### src/pin_mux_pkg.sv
// constants, codes and shared decode helpers for the parallel port pin multiplexer
package pin_mux_pkg;

    // port mode field; addressable slave has a code of its own and differs from legacy only in addressing
    typedef enum logic [1:0] {
        mode_legacy_slave      = 2'h0,
        mode_addressable_slave = 2'h1,
        mode_master_two        = 2'h2,
        mode_master_one        = 2'h3
    } port_mode_t;

    // address multiplex field
    typedef enum logic [1:0] {
        mux_none     = 2'h0,
        mux_partial  = 2'h1,
        mux_full     = 2'h2,
        mux_full_alt = 2'h3
    } addr_mux_t;

    // chip select function field
    typedef enum logic [1:0] {
        cs_both_address = 2'h0,
        cs_two_only     = 2'h1,
        cs_both_select  = 2'h2,
        cs_reserved     = 2'h3
    } cs_function_t;

    // pin positions on the address pin group
    localparam int cs_two_index     = 15;
    localparam int cs_one_index     = 14;
    localparam int latch_high_index = 1;
    localparam int latch_low_index  = 0;

    // pin groups handed back or claimed by the mux, data width and port mode settings
    localparam logic [15:0] partial_release_mask = 16'h00fe;
    localparam logic [15:0] full_release_mask    = 16'h3ffc;
    localparam logic [15:0] slave_addr_mask      = 16'h0003;
    localparam logic [15:0] low_byte_mask        = 16'h00ff;
    localparam logic [15:0] all_lines_mask       = 16'hffff;

    // value of every pin control after reset: nothing claimed, nothing driven
    localparam logic [15:0] reset_word = 16'h0000;
    localparam logic        reset_bit  = 1'b0;

    function automatic logic is_master(input port_mode_t m);
        is_master = (m == mode_master_two) || (m == mode_master_one);
    endfunction

    function automatic logic is_full_mux(input addr_mux_t x);
        is_full_mux = (x == mux_full) || (x == mux_full_alt);
    endfunction

    // level on a pin for an internal active flag and its polarity bit (1 = active high)
    function automatic logic drive_level(input logic active, input logic polarity);
        drive_level = active ~^ polarity;
    endfunction

endpackage

### src/parallel_port_pin_ownership.sv
// pin ownership and multiplexing for the parallel master/slave port
module parallel_port_pin_ownership
    import pin_mux_pkg::*;
(
    input  wire logic         clock,
    input  wire logic         rst,
    input  wire logic         module_enable,
    input  wire port_mode_t   port_mode,
    input  wire addr_mux_t    address_multiplex_field,
    input  wire logic         wide_data_select,
    input  wire cs_function_t chip_select_function_field,
    input  wire logic [15:0]  address_pin_enable_bits,
    input  wire logic         read_strobe_output_enable,
    input  wire logic         write_strobe_output_enable,
    input  wire logic         cs_one_polarity,
    input  wire logic         cs_two_polarity,
    input  wire logic         read_polarity,
    input  wire logic         write_polarity,
    input  wire logic         latch_polarity,
    input  wire logic [15:0]  address_value,
    input  wire logic         address_phase,
    input  wire logic         latch_low_active,
    input  wire logic         latch_high_active,
    input  wire logic         cs_one_active,
    input  wire logic         cs_two_active,
    input  wire logic         read_active,
    input  wire logic         write_active,
    input  wire logic         read_not_write,
    input  wire logic [15:0]  data_value,
    input  wire logic         data_drive,
    input  wire logic [15:0]  port_address_pins_in,
    input  wire logic [15:0]  port_data_lines_in,
    input  wire logic         read_strobe_pin_in,
    input  wire logic         write_strobe_pin_in,
    output logic      [15:0]  port_address_pins_out,
    output logic      [15:0]  port_address_pins_oe,
    output logic      [15:0]  port_address_pins_owned,
    output logic      [15:0]  port_data_lines_out,
    output logic      [15:0]  port_data_lines_oe,
    output logic      [15:0]  port_data_lines_owned,
    output logic              read_strobe_pin_out,
    output logic              read_strobe_pin_oe,
    output logic              read_strobe_pin_owned,
    output logic              write_strobe_pin_out,
    output logic              write_strobe_pin_oe,
    output logic              write_strobe_pin_owned,
    output logic              slave_select,
    output logic              slave_read,
    output logic              slave_write,
    output logic      [1:0]   slave_address,
    output logic      [15:0]  slave_data_in
);

    typedef struct packed {
        logic [15:0] addr_out;
        logic [15:0] addr_oe;
        logic [15:0] addr_owned;
        logic [15:0] data_out;
        logic [15:0] data_oe;
        logic [15:0] data_owned;
        logic        rd_out;
        logic        rd_oe;
        logic        rd_owned;
        logic        wr_out;
        logic        wr_oe;
        logic        wr_owned;
        logic        sel;
        logic        rd_in;
        logic        wr_in;
        logic [1:0]  addr_in;
        logic [15:0] data_in;
        logic        armed;
    } pin_state_t;

    pin_state_t  state;
    pin_state_t  next_state;
    logic        master;
    logic        slave;
    logic [15:0] owned;
    logic [15:0] as_chip_select;
    logic [15:0] as_latch;
    logic [15:0] as_slave_input;
    logic [15:0] mux_address;

    address_pin_decode decode (
        .module_enable              (module_enable),
        .port_mode                  (port_mode),
        .address_multiplex_field    (address_multiplex_field),
        .chip_select_function_field (chip_select_function_field),
        .address_pin_enable_bits    (address_pin_enable_bits),
        .owned                      (owned),
        .as_chip_select             (as_chip_select),
        .as_latch                   (as_latch),
        .as_slave_input             (as_slave_input)
    );

    // next pin picture; every output is registered so the pads see no decode glitches
    always_comb begin
        master     = module_enable && is_master(port_mode);
        slave      = module_enable && !is_master(port_mode);
        next_state = state;
        next_state.armed = 1'b1;

        // address pin group: chip select, latch strobe or address bit per pin
        next_state.addr_owned = owned;
        for (int i = 0; i < 16; i++) begin
            if (as_latch[i]) begin
                next_state.addr_out[i] = drive_level(
                    (i == latch_high_index) ? latch_high_active : latch_low_active,
                    latch_polarity);
            end else if (as_chip_select[i]) begin
                next_state.addr_out[i] = drive_level(
                    (i == cs_two_index) ? cs_two_active : cs_one_active,
                    (i == cs_two_index) ? cs_two_polarity : cs_one_polarity);
            end else begin
                next_state.addr_out[i] = address_value[i] & owned[i];
            end
        end
        // slave pins on this group only listen
        next_state.addr_oe = owned & ~as_slave_input;

        // data lines: which are claimed
        if (master) begin
            if (wide_data_select || is_full_mux(address_multiplex_field)) begin
                next_state.data_owned = all_lines_mask;
            end else begin
                next_state.data_owned = low_byte_mask;
            end
        end else if (slave) begin
            next_state.data_owned = low_byte_mask;
        end else begin
            next_state.data_owned = reset_word;
        end

        // address phase places the multiplexed address on the data lines
        if (is_full_mux(address_multiplex_field)) begin
            mux_address = address_value;
        end else begin
            mux_address = {data_value[15:8], address_value[7:0]};
        end
        if (master && address_phase && address_multiplex_field != mux_none) begin
            next_state.data_out = mux_address & next_state.data_owned;
            next_state.data_oe  = next_state.data_owned;
        end else begin
            next_state.data_out = data_value & next_state.data_owned;
            next_state.data_oe  = data_drive ? next_state.data_owned : reset_word;
        end
        // an upper line claimed only for addressing carries no data
        if (master && !wide_data_select && !(address_phase &&
                is_full_mux(address_multiplex_field))) begin
            next_state.data_oe = next_state.data_oe & low_byte_mask;
        end

        // read and write strobe pins
        next_state.rd_owned = slave || (master && read_strobe_output_enable);
        next_state.wr_owned = slave || (master && write_strobe_output_enable);
        next_state.rd_oe    = master && read_strobe_output_enable;
        next_state.wr_oe    = master && write_strobe_output_enable;
        if (port_mode == mode_master_one) begin
            // combined direction line plus enable strobe
            next_state.rd_out = drive_level(read_not_write, read_polarity);
            next_state.wr_out = drive_level(read_active || write_active,
                                            write_polarity);
        end else begin
            next_state.rd_out = drive_level(read_active, read_polarity);
            next_state.wr_out = drive_level(write_active, write_polarity);
        end
        if (!next_state.rd_oe) begin
            next_state.rd_out = reset_bit;
        end
        if (!next_state.wr_oe) begin
            next_state.wr_out = reset_bit;
        end

        // slave side: host strobes decoded with the programmed polarities
        next_state.sel   = slave &&
            (port_address_pins_in[cs_one_index] == cs_one_polarity);
        next_state.rd_in = slave && (read_strobe_pin_in == read_polarity);
        next_state.wr_in = slave && (write_strobe_pin_in == write_polarity);
        if (slave && port_mode == mode_addressable_slave) begin
            next_state.addr_in = port_address_pins_in[1:0];
        end else begin
            next_state.addr_in = 2'h0;
        end
        // the captured word carries only lines the port owns, so gpio traffic never leaks in
        next_state.data_in = port_data_lines_in & next_state.data_owned;
    end

    always_ff @(posedge clock or posedge rst) begin
        if (rst) begin
            state <= '0;
        end else begin
            state <= next_state;
        end
    end

    // outputs straight from the state flops
    assign port_address_pins_out   = state.addr_out;
    assign port_address_pins_oe    = state.addr_oe;
    assign port_address_pins_owned = state.addr_owned;
    assign port_data_lines_out     = state.data_out;
    assign port_data_lines_oe      = state.data_oe;
    assign port_data_lines_owned   = state.data_owned;
    assign read_strobe_pin_out     = state.rd_out;
    assign read_strobe_pin_oe      = state.rd_oe;
    assign read_strobe_pin_owned   = state.rd_owned;
    assign write_strobe_pin_out    = state.wr_out;
    assign write_strobe_pin_oe     = state.wr_oe;
    assign write_strobe_pin_owned  = state.wr_owned;
    assign slave_select            = state.sel;
    assign slave_read              = state.rd_in;
    assign slave_write             = state.wr_in;
    assign slave_address           = state.addr_in;
    assign slave_data_in           = state.data_in;
endmodule

### src/address_pin_decode.sv
// decides the role of each of the sixteen address pins from mode and enable settings
module address_pin_decode
    import pin_mux_pkg::*;
(
    input  wire logic         module_enable,
    input  wire port_mode_t   port_mode,
    input  wire addr_mux_t    address_multiplex_field,
    input  wire cs_function_t chip_select_function_field,
    input  wire logic [15:0]  address_pin_enable_bits,
    output logic      [15:0]  owned,
    output logic      [15:0]  as_chip_select,
    output logic      [15:0]  as_latch,
    output logic      [15:0]  as_slave_input
);
    logic        master;
    logic [15:0] release_mask;

    // role decode; the pin enable bit gates every master role, slave pins are claimed outright
    always_comb begin
        master         = is_master(port_mode);
        release_mask   = reset_word;
        as_chip_select = reset_word;
        as_latch       = reset_word;
        as_slave_input = reset_word;
        owned          = reset_word;
        if (address_multiplex_field == mux_partial) begin
            release_mask              = partial_release_mask;
            as_latch[latch_low_index] = 1'b1;
        end else if (is_full_mux(address_multiplex_field)) begin
            release_mask               = full_release_mask;
            as_latch[latch_low_index]  = 1'b1;
            as_latch[latch_high_index] = 1'b1;
        end
        // reserved function code falls back to plain address use
        as_chip_select[cs_two_index] = (chip_select_function_field == cs_two_only) ||
                                       (chip_select_function_field == cs_both_select);
        as_chip_select[cs_one_index] = (chip_select_function_field == cs_both_select);
        if (module_enable && master) begin
            owned = address_pin_enable_bits & ~release_mask;
        end else if (module_enable) begin
            owned[cs_one_index] = 1'b1;
            as_slave_input[cs_one_index] = 1'b1;
            if (port_mode == mode_addressable_slave) begin
                owned          = owned | slave_addr_mask;
                as_slave_input = as_slave_input | slave_addr_mask;
            end
            as_chip_select = reset_word;
            as_latch       = reset_word;
        end
        if (!module_enable) begin
            as_chip_select = reset_word;
            as_latch       = reset_word;
        end
    end
endmodule

### config.mk
export PLATFORM = sky130hd
export DESIGN_NAME = parallel_port_pin_ownership
export DESIGN_NICKNAME = d
export VERILOG_FILES = /design/src/pin_mux_pkg.sv /design/src/parallel_port_pin_ownership.sv /design/src/address_pin_decode.sv
export SDC_FILE = /design/constraint.sdc
export NUM_CORES = 1
export LEC_CHECK = 0
export ABC_AREA = 0
export BUFFER_PORTS_ARGS = -buffer_cell sky130_fd_sc_hd__buf_2
export CAP_MARGIN = 20
export CORE_ASPECT_RATIO = 1.75
export CORE_MARGIN = 5
export CORE_UTILIZATION = 45
export CTS_BUF_LIST = sky130_fd_sc_hd__clkbuf_8 sky130_fd_sc_hd__clkbuf_16
export CTS_CLUSTER_DIAMETER = 60
export DETAILED_ROUTE_END_ITERATION = 12
export PLACE_DENSITY = 0.92
export SLEW_MARGIN = 0
export SYNTH_ARGS = -nofsm -noshare
export SYNTH_HDL_FRONTEND = slang
export SYNTH_HIERARCHICAL = 1
export SYNTH_SLANG_ARGS = --single-unit
### constraint.sdc
create_clock -name clock -period 3.8 [get_ports clock]
set_clock_uncertainty 0.05 [all_clocks]
set_input_delay 0.57 -clock clock [delete_from_list [all_inputs] [get_ports clock]]
set_output_delay 0.57 -clock clock [all_outputs]
set_load 0.05 [all_outputs]
Word-level counts from Yosys, hierarchy flattened:

Cells that the tools add are included.
Widths: inputs -> output; s select.

* flip-flop bits (word level): 123
* input bits: 108
* output and inout bits: 123
* word-level logic and storage cells: 140

* equal/unequal tests: 11
* multiplexer cells: 57
* bitwise operators: 31
* reductions and logical operators: 24

Operators by type and width (count)
* $mux 16: 10
* $and 16x16->16: 5
* $mux 1: 38
* $mux 32: 1
* $mux 14: 2
* $and 1x1->1: 16
* $not 14->16: 1
* $not 16->16: 1
* $logic_and 1x1->1: 13
* $eq 2x2->1 const B: 5
* $mux 2: 5
* $mux 8: 1
* $xnor 1x1->1: 8
* $logic_or 1x1->1: 7
* $eq 2x1->1 const B: 3
* $eq 1x1->1: 3
* $logic_not 1->1: 3
* $reduce_bool 2->1: 1

Logic depth before layout (Yosys ltp):

Gate-level depths: netlist of the first run.

* word-level depth: 10
* mapped depth: 6
* gate-level depth less buffers: 6

By module:

Netlist of the first run, hierarchy kept.

By module, submodules not included
* parallel_port_pin_ownership: times used 1, cells each 314, area each 3712.3 um2, sequential area each 2377.3 um2
* address_pin_decode: times used 1, cells each 77, area each 520.5 um2, sequential area each 0.0 um2

Least setup slack after synthesis of the first run:

Ideal clock, no wire load.

* path type: reg2out
* start: reg, netlist name port_data_lines_oe[14]
* end: out port_data_lines_oe[10]
* data arrival time: 996 ps
* data required time: 3180 ps
* slack: 2184 ps
* cell stages (with the launch flop): 2
* path buffers: 1
* cells stage by stage: dfrtp_1 buf_4

RTL lines
* end: declaration: RTL line parallel_port_pin_ownership.sv:39 `output logic [15:0] port_data_lines_oe,`

==> results.yml, run 1 <==
outcome:
  outcome: "finished clean"
timing:
  fmax_mhz: 521
  grt_setup_unrepaired: "no"
  setup_total_negative_slack_ns: 0
  final_hold_viol_count: 0
  worst-slew-pin-transition_ns: 0.837
  whs_ns: 0.255
  final_setup_margin_ns: 1.88
  timing.final.setup_violations: 0
  period_needed_ns: 1.92
  final-max-slew-violation-count: 0
  fin_crit_sh: 0.505
  slew-limit-headroom: 0.439
detailed_routing:
  detail_route.vias_per_cell: 4.57
  detail_route.wl_per_cell_um: 15.7
  drt_drc_violations_left: 0
  ant_nets_after_route: 0
  drt-initial-drc-count: 104
  firstDrtPassIters: 4
  vias: 3247
  finalWirelength_um: 11200
logic_synthesis:
  ys_types: 35
  syn_avg_cell_area_um2: 10.8
  synthesis.yosys.warnings: 6
  ys_ff_latch: 95
  post_synth_instance_area_um2: 4230
  synth_cells: 391
  synth_seq_area_share: 0.562
cts:
  ctsRootBufferMaster: "clkbuf_16"
  ctsResizeCount: 0
  cts_num_sinks: 95
  clock_transition_at_path_regs_ns: 0.07
  cts_max_level: 3
  cts_buffers: 9
  clock_path_buffers: 2
  postCtsSetupBuffers: 0
  tritoncts: "yes"
  post_cts_hold_buffer_count: 0
pwr:
  power.leakage_nw: 3.14
  vdd.ir_drop.worst_mv: 0.262
  total_power_mw: 2.50
  pwr_density_cell_nw_per_um2: 467
layout:
  post_route_cells_drive_above_1_share: 0.418
  multi_input_area_um2: 1380
  finish.net_count: 692
  flow.area_growth_from_synthesis_pct: 26.6
  mostFrequentLayoutCell: "buf_2"
  fillers: 815
  area.sequential_um2: 2380
  final_core_utilization: 0.573
  commonest_cells_after_routing_fill_and_taps_aside: "buf_2, dfrtp_1, nand2_1"
floorplan:
  start_util: 0.453
  dieWidth_um: 83.3
  placementRows: 47
  design.portCount: 231
  design.core.area_um2: 9350
  die-area_um2: 11500
  fp.dieH_um: 138
placed_design:
  port_buffers: 217
  place_congestion: 0.797
  detailedPlacementHpwl_um: 8900
  place_ws_ns: 1.47
global_route:
  grt.busiest_layer: "met2"
  grtUsageTotal: 0.192
  wire_length_of_the_first_global_routing_pass_um: 17500
  grt_antenna_before_repair: 2
  met1_usage: 0.206
  grt_start_max_net_pins: 49
  gr-total-overflow: 0
  global_route.usage.met2: 0.350
  first_global_vias: 3407
  use_met3: 0.0488
worst_setup_path:
  timing.critical_path.fanout_max: 34
  critPathCaptureType: "register"
  worst_ep_arrival_time_ns: 2.11
  critical_path_class: "input port to register"
  start_kind: "input port"
  worst_ep_required_time_ns: 3.99
run:
  maxCapViolations: 0
hold_path:
  hold_path_class: "input port to async pin"
## final timing paths
path | endpoint | from | slack (ns)
min in group clock | slave_data_in[9] | port_data_lines_in[9] | 0.40
max | port_address_pins_out[4] | module_enable | 1.88
max in group asynchronous | slave_read | rst | 2.69
min | read_strobe_pin_owned | rst | 0.25
## metrics by stage
stage,cell area (um^2),cells
2_1_floorplan,4380,431
3_3_place_gp,5050,694
3_5_place_dp,5050,694
4_1_cts,5360,710
5_1_grt,5360,711
6_report,5360,711
## critical path, stage by stage
cell	delay [ns]
buf_2	0.48
nand2_2	0.20
nor3_4	0.25
and2_1	0.23
and3b_1	0.17
a21oi_1	0.04
o21ai_0	0.16
## Yosys cell counts (all sizes together)
library cell	number	area (um^2)
nand2	51	194
and4	1	8.76
nor3	1	16.3
and2	29	181
o21ai	22	110
nand3	1	5.00
nand2b	3	18.8
a21boi	2	15.0
buf	77	588
a211oi	1	7.51
and3b	15	131
nor2	10	40.0
a21oi	28	140
nand4	1	12.5
and3	7	43.8
nor2b	19	119
o211ai	2	28.8
a31oi	2	12.5
conb	1	3.75
dfrtp	95	2380
xnor2	3	41.3
xor2	5	43.8
o2111a	1	20.0
inv	9	33.8
mux2i	2	20.0
ha	1	12.5
clkbuf	2	7.51
## registers in the layout (all words and copies together) (netlist names), 2 cells and up
signal                   cells
port_data_lines_oe           2
port_address_pins_owned     16
slave_data_in               16
port_address_pins_out       16
port_data_lines_owned        2
port_data_lines_out         16
port_address_pins_oe        16
slave_address                2
## report_power, final
part,total (mW),internal (mW),switching [mW]
clock,0.911,0.530,0.381
sequential,1.08,1.06,0.0171
combinational,0.514,0.124,0.390
## layout make-up
| type | instances | share of cell area |
|---|---|---|
| flip-flops and latches | 95 | 0.444 |
| clock inverters | 6 | 0.0126 |
| clock buffers | 10 | 0.0446 |
| inverters | 9 | 0.00677 |
| diodes | 1 | 0.000467 |
| multi-input cells | 248 | 0.257 |
| well taps | 122 | 0.0285 |
| repair buffers | 220 | 0.207 |
## per-layer routing
layer | vias up | wire, um
li1 | 1543 | -
met1 | 1536 | 3940
met3 | 27 | 720
met4 | 2 | 336
met5 | - | 13
met2 | 139 | 6170
## cells by family (layout without fill, tap and decap cells)
| family | count (synthesis) | count (layout) | synth area share |
|---|---|---|---|
| fa+ha+maj | 1 | 1 | 0.00296 |
| xor+xnor | 8 | 8 | 0.0201 |
| buf+inv | 88 | 245 | 0.149 |
| other cells | 1 | 42 | 0.000886 |
| compound gates | 58 | 58 | 0.0789 |
| mux | 2 | 2 | 0.00473 |
| flops | 95 | 95 | 0.562 |
| simple gates | 138 | 138 | 0.182 |
(Power assumes the default switching activity.)
==> inputs of run 2 (changes only) <==
==> constraint.sdc (replaced) <==
create_clock -name clock -period 1.8 [get_ports clock]
set_clock_uncertainty 0.05 [all_clocks]
set_input_delay 0.27 -clock clock [delete_from_list [all_inputs] [get_ports clock]]
set_output_delay 0.27 -clock clock [all_outputs]
set_load 0.05 [all_outputs]
==> results.yml, run 2 (synthesized netlist as in run 1, its figures left out) <==
worst_setup_path:
  worst_ep_required_time_ns: 1.48
  crit_path_max_incr_delay_ns: 0.44
  cp_cell_sequence: "buf_2"
  critPathCaptureType: "output pin"
  timing.critical_path.buf_inv: 1
  start_kind: "register"
  timing.critical_path.fanout_max: 8
  critPathTopFamily: "flip-flops"
  crit_slowest_cell: "dfrtp_1"
  worst_ep_arrival_time_ns: 1.08
  critical_path_class: "register to output pin"
hold_path:
  holdPathStages: 2
  worstHoldStart: "port_data_lines_in[7]"
  hold_path_class: "input port to register"
  worst_hold_path.endpoint: "slave_data_in[7]"
detailed_routing:
  detail_route.wl_per_cell_um: 15.4
  detail_route.vias_per_cell: 4.61
  drt-initial-drc-count: 101
  vias: 3289
  drt_drc_violations_left: 0
  finalWirelength_um: 11000
  m1WireLength_um: 3740
  top_layer_used: "met4"
  ant_nets_after_route: 0
  firstDrtPassIters: 4
  route.met2.wl_um: 6150
  met3WireLength_um: 673
floorplan:
  die-area_um2: 11500
  design.portCount: 231
  placementRows: 47
  dieWidth_um: 83.3
  design.core.area_um2: 9350
  start_util: 0.453
  fp.dieH_um: 138
timing:
  worst-slew-pin-transition_ns: 0.805
  final-max-slew-violation-count: 0
  slew-limit-headroom: 0.461
  fmax_mhz: 712
  timing.final.setup_violations: 0
  grt_setup_unrepaired: "no"
  fin_crit_sh: 0.780
  final_hold_viol_count: 0
  period_needed_ns: 1.40
  setup_total_negative_slack_ns: 0
layout:
  layoutNonFillerInstCount: 714
  diodes: 0
  commonest_cells_after_routing_fill_and_taps_aside: "buf_2, dfrtp_1, nand2_1"
  mostFrequentLayoutCell: "buf_2"
  flow.area_growth_from_synthesis_pct: 27.5
  finish.net_count: 697
  post_route_cells_drive_above_1_share: 0.417
pwr:
  pwr_density_cell_nw_per_um2: 965
  power.leakage_nw: 3.17
  vdd.ir_drop.worst_mv: 0.437
cts:
  cts_buffers: 9
  ctsRootBufferMaster: "clkbuf_16"
  ctsResizeCount: 0
  tritoncts: "yes"
  clock_transition_at_path_regs_ns: 0.06
  postCtsSetupBuffers: 0
  clock_path_buffers: 2
  post_cts_hold_buffer_count: 1
  cts_max_level: 3
  cts_num_sinks: 95
global_route:
  first_global_vias: 3474
  grt_start_max_net_pins: 57
  grtUsageTotal: 0.194
  grt_antenna_before_repair: 0
  wire_length_of_the_first_global_routing_pass_um: 17500
  gr-total-overflow: 0
placed_design:
  dp.cells: 698
  port_buffers: 217
  place_congestion: 0.811
  detailedPlacementHpwl_um: 8950
outcome:
  outcome: "finished clean"
run:
  maxCapViolations: 0
-- run 2: cell count changes in the layout (fill, tap and decap cells not counted), sizes merged --
| cell | before | now |
|---|---|---|
| buf | 220 | 224 |
| dlygate4sd3 | 0 | 1 |
| clkinvlp | 2 | 1 |
| diode | 1 | 0 |
-- run 2: how the worst max path moves through the flow --
stage                          startpoint                        to  slack (ns)  depth (start not counted)
6_report           port_data_lines_oe[14]     port_data_lines_oe[8]        0.40                          1
5_1_grt            port_data_lines_oe[14]     port_data_lines_oe[8]        0.32                          1
4_1_cts             port_data_lines_oe[7]     port_data_lines_oe[3]        0.37                          1
3_5_place_dp   address_multiplex_field[1]  port_address_pins_out[4]        0.25                          6
3_3_place_gp   address_multiplex_field[1]  port_address_pins_out[4]        0.30                          6
2_1_floorplan                         rst   port_address_pins_oe[0]        0.36                          1
-- run 2: stage by stage --
step | hold slack [ns] | total power [mW] | util | setup slack (ns) | instance area, um^2
final | 0.100 | 5.21 | 0.577 | 0.396 | 5400
after global routing | 0.0873 | 5.43 | 0.577 | 0.322 | 5400
after CTS | 0.0846 | 5.26 | 0.577 | 0.367 | 5400
after detailed placement | 0.325 | 3.41 | 0.545 | 0.250 | 5090
after global placement | 0.320 | 3.39 | 0.545 | 0.299 | 5090
after floorplan | 0.328 | 3.17 | - | 0.360 | 4390
-- run 2: layout make-up --
cell class,count,area [um^2]
fillers,793,3960
well taps,122,153
inverters,9,37.5
multi-input cells,248,1380
flip-flops and latches,95,2380
repair buffers,225,1160
clock inverters,5,51.3
clock buffers,10,239
-- run 2: layer usage --
metal / vias up / global-route usage
li1: 1555 / -
met1: 1554 / 0.201
met2: 146 / 0.349
met3: 34 / 0.0446
met4: 0 / 0.114
met5: - / 0
-- run 2: power by group --
part           internal [mW]  leakage (nW)  switching (mW)  total, mW
Combinational          0.273          1.77           0.823       1.10
Sequential              2.24          1.26          0.0344       2.28
Clock                   1.10         0.151           0.739       1.83
==> inputs of run 3 (changes only) <==
--- a/config.mk
+++ b/config.mk
@@ -5,12 +5,12 @@
 export SDC_FILE = /design/constraint.sdc
 export NUM_CORES = 1
 export LEC_CHECK = 0
-export ABC_AREA = 0
+export ABC_AREA = 1
 export BUFFER_PORTS_ARGS = -buffer_cell sky130_fd_sc_hd__buf_2
 export CAP_MARGIN = 20
 export CORE_ASPECT_RATIO = 1.75
 export CORE_MARGIN = 5
-export CORE_UTILIZATION = 45
+export CORE_UTILIZATION = 46
 export CTS_BUF_LIST = sky130_fd_sc_hd__clkbuf_8 sky130_fd_sc_hd__clkbuf_16
 export CTS_CLUSTER_DIAMETER = 60
 export DETAILED_ROUTE_END_ITERATION = 12
==> constraint.sdc (replaced) <==
create_clock -name clock -period 1.3 [get_ports clock]
set_clock_uncertainty 0.05 [all_clocks]
set_input_delay 0.195 -clock clock [delete_from_list [all_inputs] [get_ports clock]]
set_output_delay 0.195 -clock clock [all_outputs]
set_load 0.05 [all_outputs]
==> results.yml, run 3 <==
outcome:
  outcome: "finished clean"
hold_path:
  hold_path_class: "input port to register"
  worst_hold_path.endpoint: "slave_data_in[4]"
  holdPathStages: 3
  worstHoldStart: "port_data_lines_in[4]"
worst_setup_path:
  worst_ep_arrival_time_ns: 1.02
  cp_cell_sequence: "clkbuf_4"
  timing.critical_path.fanout_max: 8
  critPathTopFamily: "flip-flops"
  timing.critical_path.buf_inv: 1
  crit_path_max_incr_delay_ns: 0.43
  worst_ep_required_time_ns: 1.05
  critical_path_class: "register to output pin"
  start_kind: "register"
  crit_slowest_cell: "dfrtp_2"
  critPathCaptureType: "output pin"
logic_synthesis:
  synth_async_sr_flop_share: 1.00
  synth_cells: 511
  synth_top_cells_by_count: "dfrtp_1, nand2_1, nor2_1"
  synthesis.yosys.warnings: 6
  post_synth_main_area_contributors: "dfrtp_1, buf_4, nand2_1"
  synth-edff-count: 0
  ys_types: 27
  post_synth_instance_area_um2: 4460
  yosys.area.top_type: "dfrtp_1"
  ys_ff_latch: 95
  synth-main-ff-cell: "dfrtp_1"
  synth_seq_area_share: 0.533
  yosys.area.top_type_share: 0.533
  syn_avg_cell_area_um2: 8.72
cts:
  ctsRootBufferMaster: "clkbuf_16"
  clock_transition_at_path_regs_ns: 0.06
  tritoncts: "yes"
  cts_max_level: 3
  cts_num_sinks: 95
  postCtsSetupBuffers: 0
  clock_path_buffers: 2
  cts_buffers: 9
timing:
  period_needed_ns: 1.27
  final_hold_viol_count: 0
  final-max-slew-violation-count: 0
  grt_setup_unrepaired: "yes"
  fin_crit_sh: 0.975
  final_setup_margin_ns: 0.0320
  timing.final.setup_violations: 0
  fmax_mhz: 789
layout:
  post_route_cells_drive_above_1_share: 0.379
  final_core_utilization: 0.629
  flow.area_growth_from_synthesis_pct: 33.7
  finish.net_count: 842
  commonest_cells_after_routing_fill_and_taps_aside: "buf_2, nand2_1, dfrtp_1"
  fillers: 777
  final_design_area_no_fill_um2: 5960
  mostFrequentLayoutCell: "buf_2"
  diodes: 0
pwr:
  sw_ratio: 0.321
  power.leakage_nw: 3.52
  clockPowerShare: 0.351
  total_power_mw: 7.45
  vdd.ir_drop.worst_mv: 0.663
  p_int_mw: 5.06
  pwr_density_cell_nw_per_um2: 1250
  power.sequential.fraction: 0.423
  combinationalPowerShare: 0.226
  power.switching_mw: 2.40
placed_design:
  placement_stage_cell_area_um2: 5490
  place_ws_ns: -0.0155
  place_congestion: 0.824
  port_buffers: 217
  detailedPlacementHpwl_um: 9830
detailed_routing:
  detail_route.wl_per_cell_um: 14.7
  finalWirelength_um: 12600
  vias: 3811
  drt_drc_violations_left: 0
  drt-initial-drc-count: 147
  ant_nets_after_route: 0
  firstDrtPassIters: 4
  detail_route.vias_per_cell: 4.44
floorplan:
  design.core.area_um2: 9470
  design.portCount: 231
  fp.dieH_um: 140
  start_util: 0.471
  die-area_um2: 11800
  placementRows: 47
  dieWidth_um: 84.4
global_route:
  grtUsageTotal: 0.218
  gr-total-overflow: 0
  first_global_vias: 4036
  grt_start_max_net_pins: 42
  wire_length_of_the_first_global_routing_pass_um: 19900
  grt_antenna_before_repair: 0
run:
  maxCapViolations: 0
run 3: changes by cell type in the layout (fill, tap and decap cells not counted), sizes merged, moves of 7 or more:
cell / change
nor2b: -19
nand2: +48
a21oi: -8
and3: -7
buf: +12
nor3: +7
nor2: +75
and2: -29
and3b: -15
inv: +69
nand3: +13
dlygate4sd3: +8
run 3: stage by stage:
stage | cells | hold slack (ns) | TNS (ns)
after floorplan | 551 | 0.243 | -6.14
after global placement | 835 | 0.156 | 0
after detailed placement | 835 | 0.155 | -0.0250
after CTS | 858 | 0.000544 | -1.03
after global routing | 859 | 0.00848 | -0.0777
final | 859 | 0.00988 | 0
run 3: per-layer routing:
| metal | global-route usage | share of wire |
|---|---|---|
| met1 | 0.227 | 0.34 |
| met2 | 0.410 | 0.55 |
| met3 | 0.0423 | 0.068 |
| met4 | 0.103 | 0.037 |
| met5 | 0 | 0 |
run 3: worst max path at each step:
stage / endpoint / slack, ns / cells after the start / start
floorplan: port_address_pins_oe[0] / -0.06 / 1 / rst
global placement: port_address_pins_out[6] / 0.02 / 8 / address_multiplex_field[0]
detailed placement: port_address_pins_out[4] / -0.02 / 8 / address_multiplex_field[0]
CTS: port_data_lines_oe[8] / -0.06 / 1 / port_data_lines_oe[14]
global route: port_data_lines_oe[7] / -0.02 / 1 / port_data_lines_oe[7]
finish: port_data_lines_oe[7] / 0.03 / 1 / port_data_lines_oe[7]
run 3: final cells by class:
cell class	count	area, um^2	share of cell area
clock buffers	9	225	0.0378
repair buffers	249	1480	0.248
flip-flops and latches	95	2380	0.400
well taps	122	153	0.0256
clock inverters	6	70.1	0.0118
inverters	78	297	0.0498
multi-input cells	300	1350	0.227
run 3: cells by family after synthesis:
logic type	count (synthesis)	share of synthesized area
AOI/OAI and AO/OA	44	0.0494
xor gates and xnor gates	4	0.00955
adders and majority gates	1	0.00281
buffers and inverters	156	0.197
DFF	95	0.533
other	1	0.000841
and+or+nand+nor	210	0.207
run 3: repair_timing:
action | in CTS | in global routing
hold buffers | 8 | 1
pin swaps | 0 | 0
hold endpoints to repair | 19 | 1
gates resized for setup | 13 | 38
setup endpoints to repair | 32 | 32
gates cloned | 0 | 0
run 3: power groups by stage:
stage	clock [mW]	sequential [mW]	combinational [mW]
6_report	2.61	3.15	1.69
3_5_place_dp	0	3.20	1.64
3_3_place_gp	0	3.20	1.61
5_1_grt	2.77	3.17	1.81
4_1_cts	2.68	3.15	1.67
2_1_floorplan	0	3.74	0.701
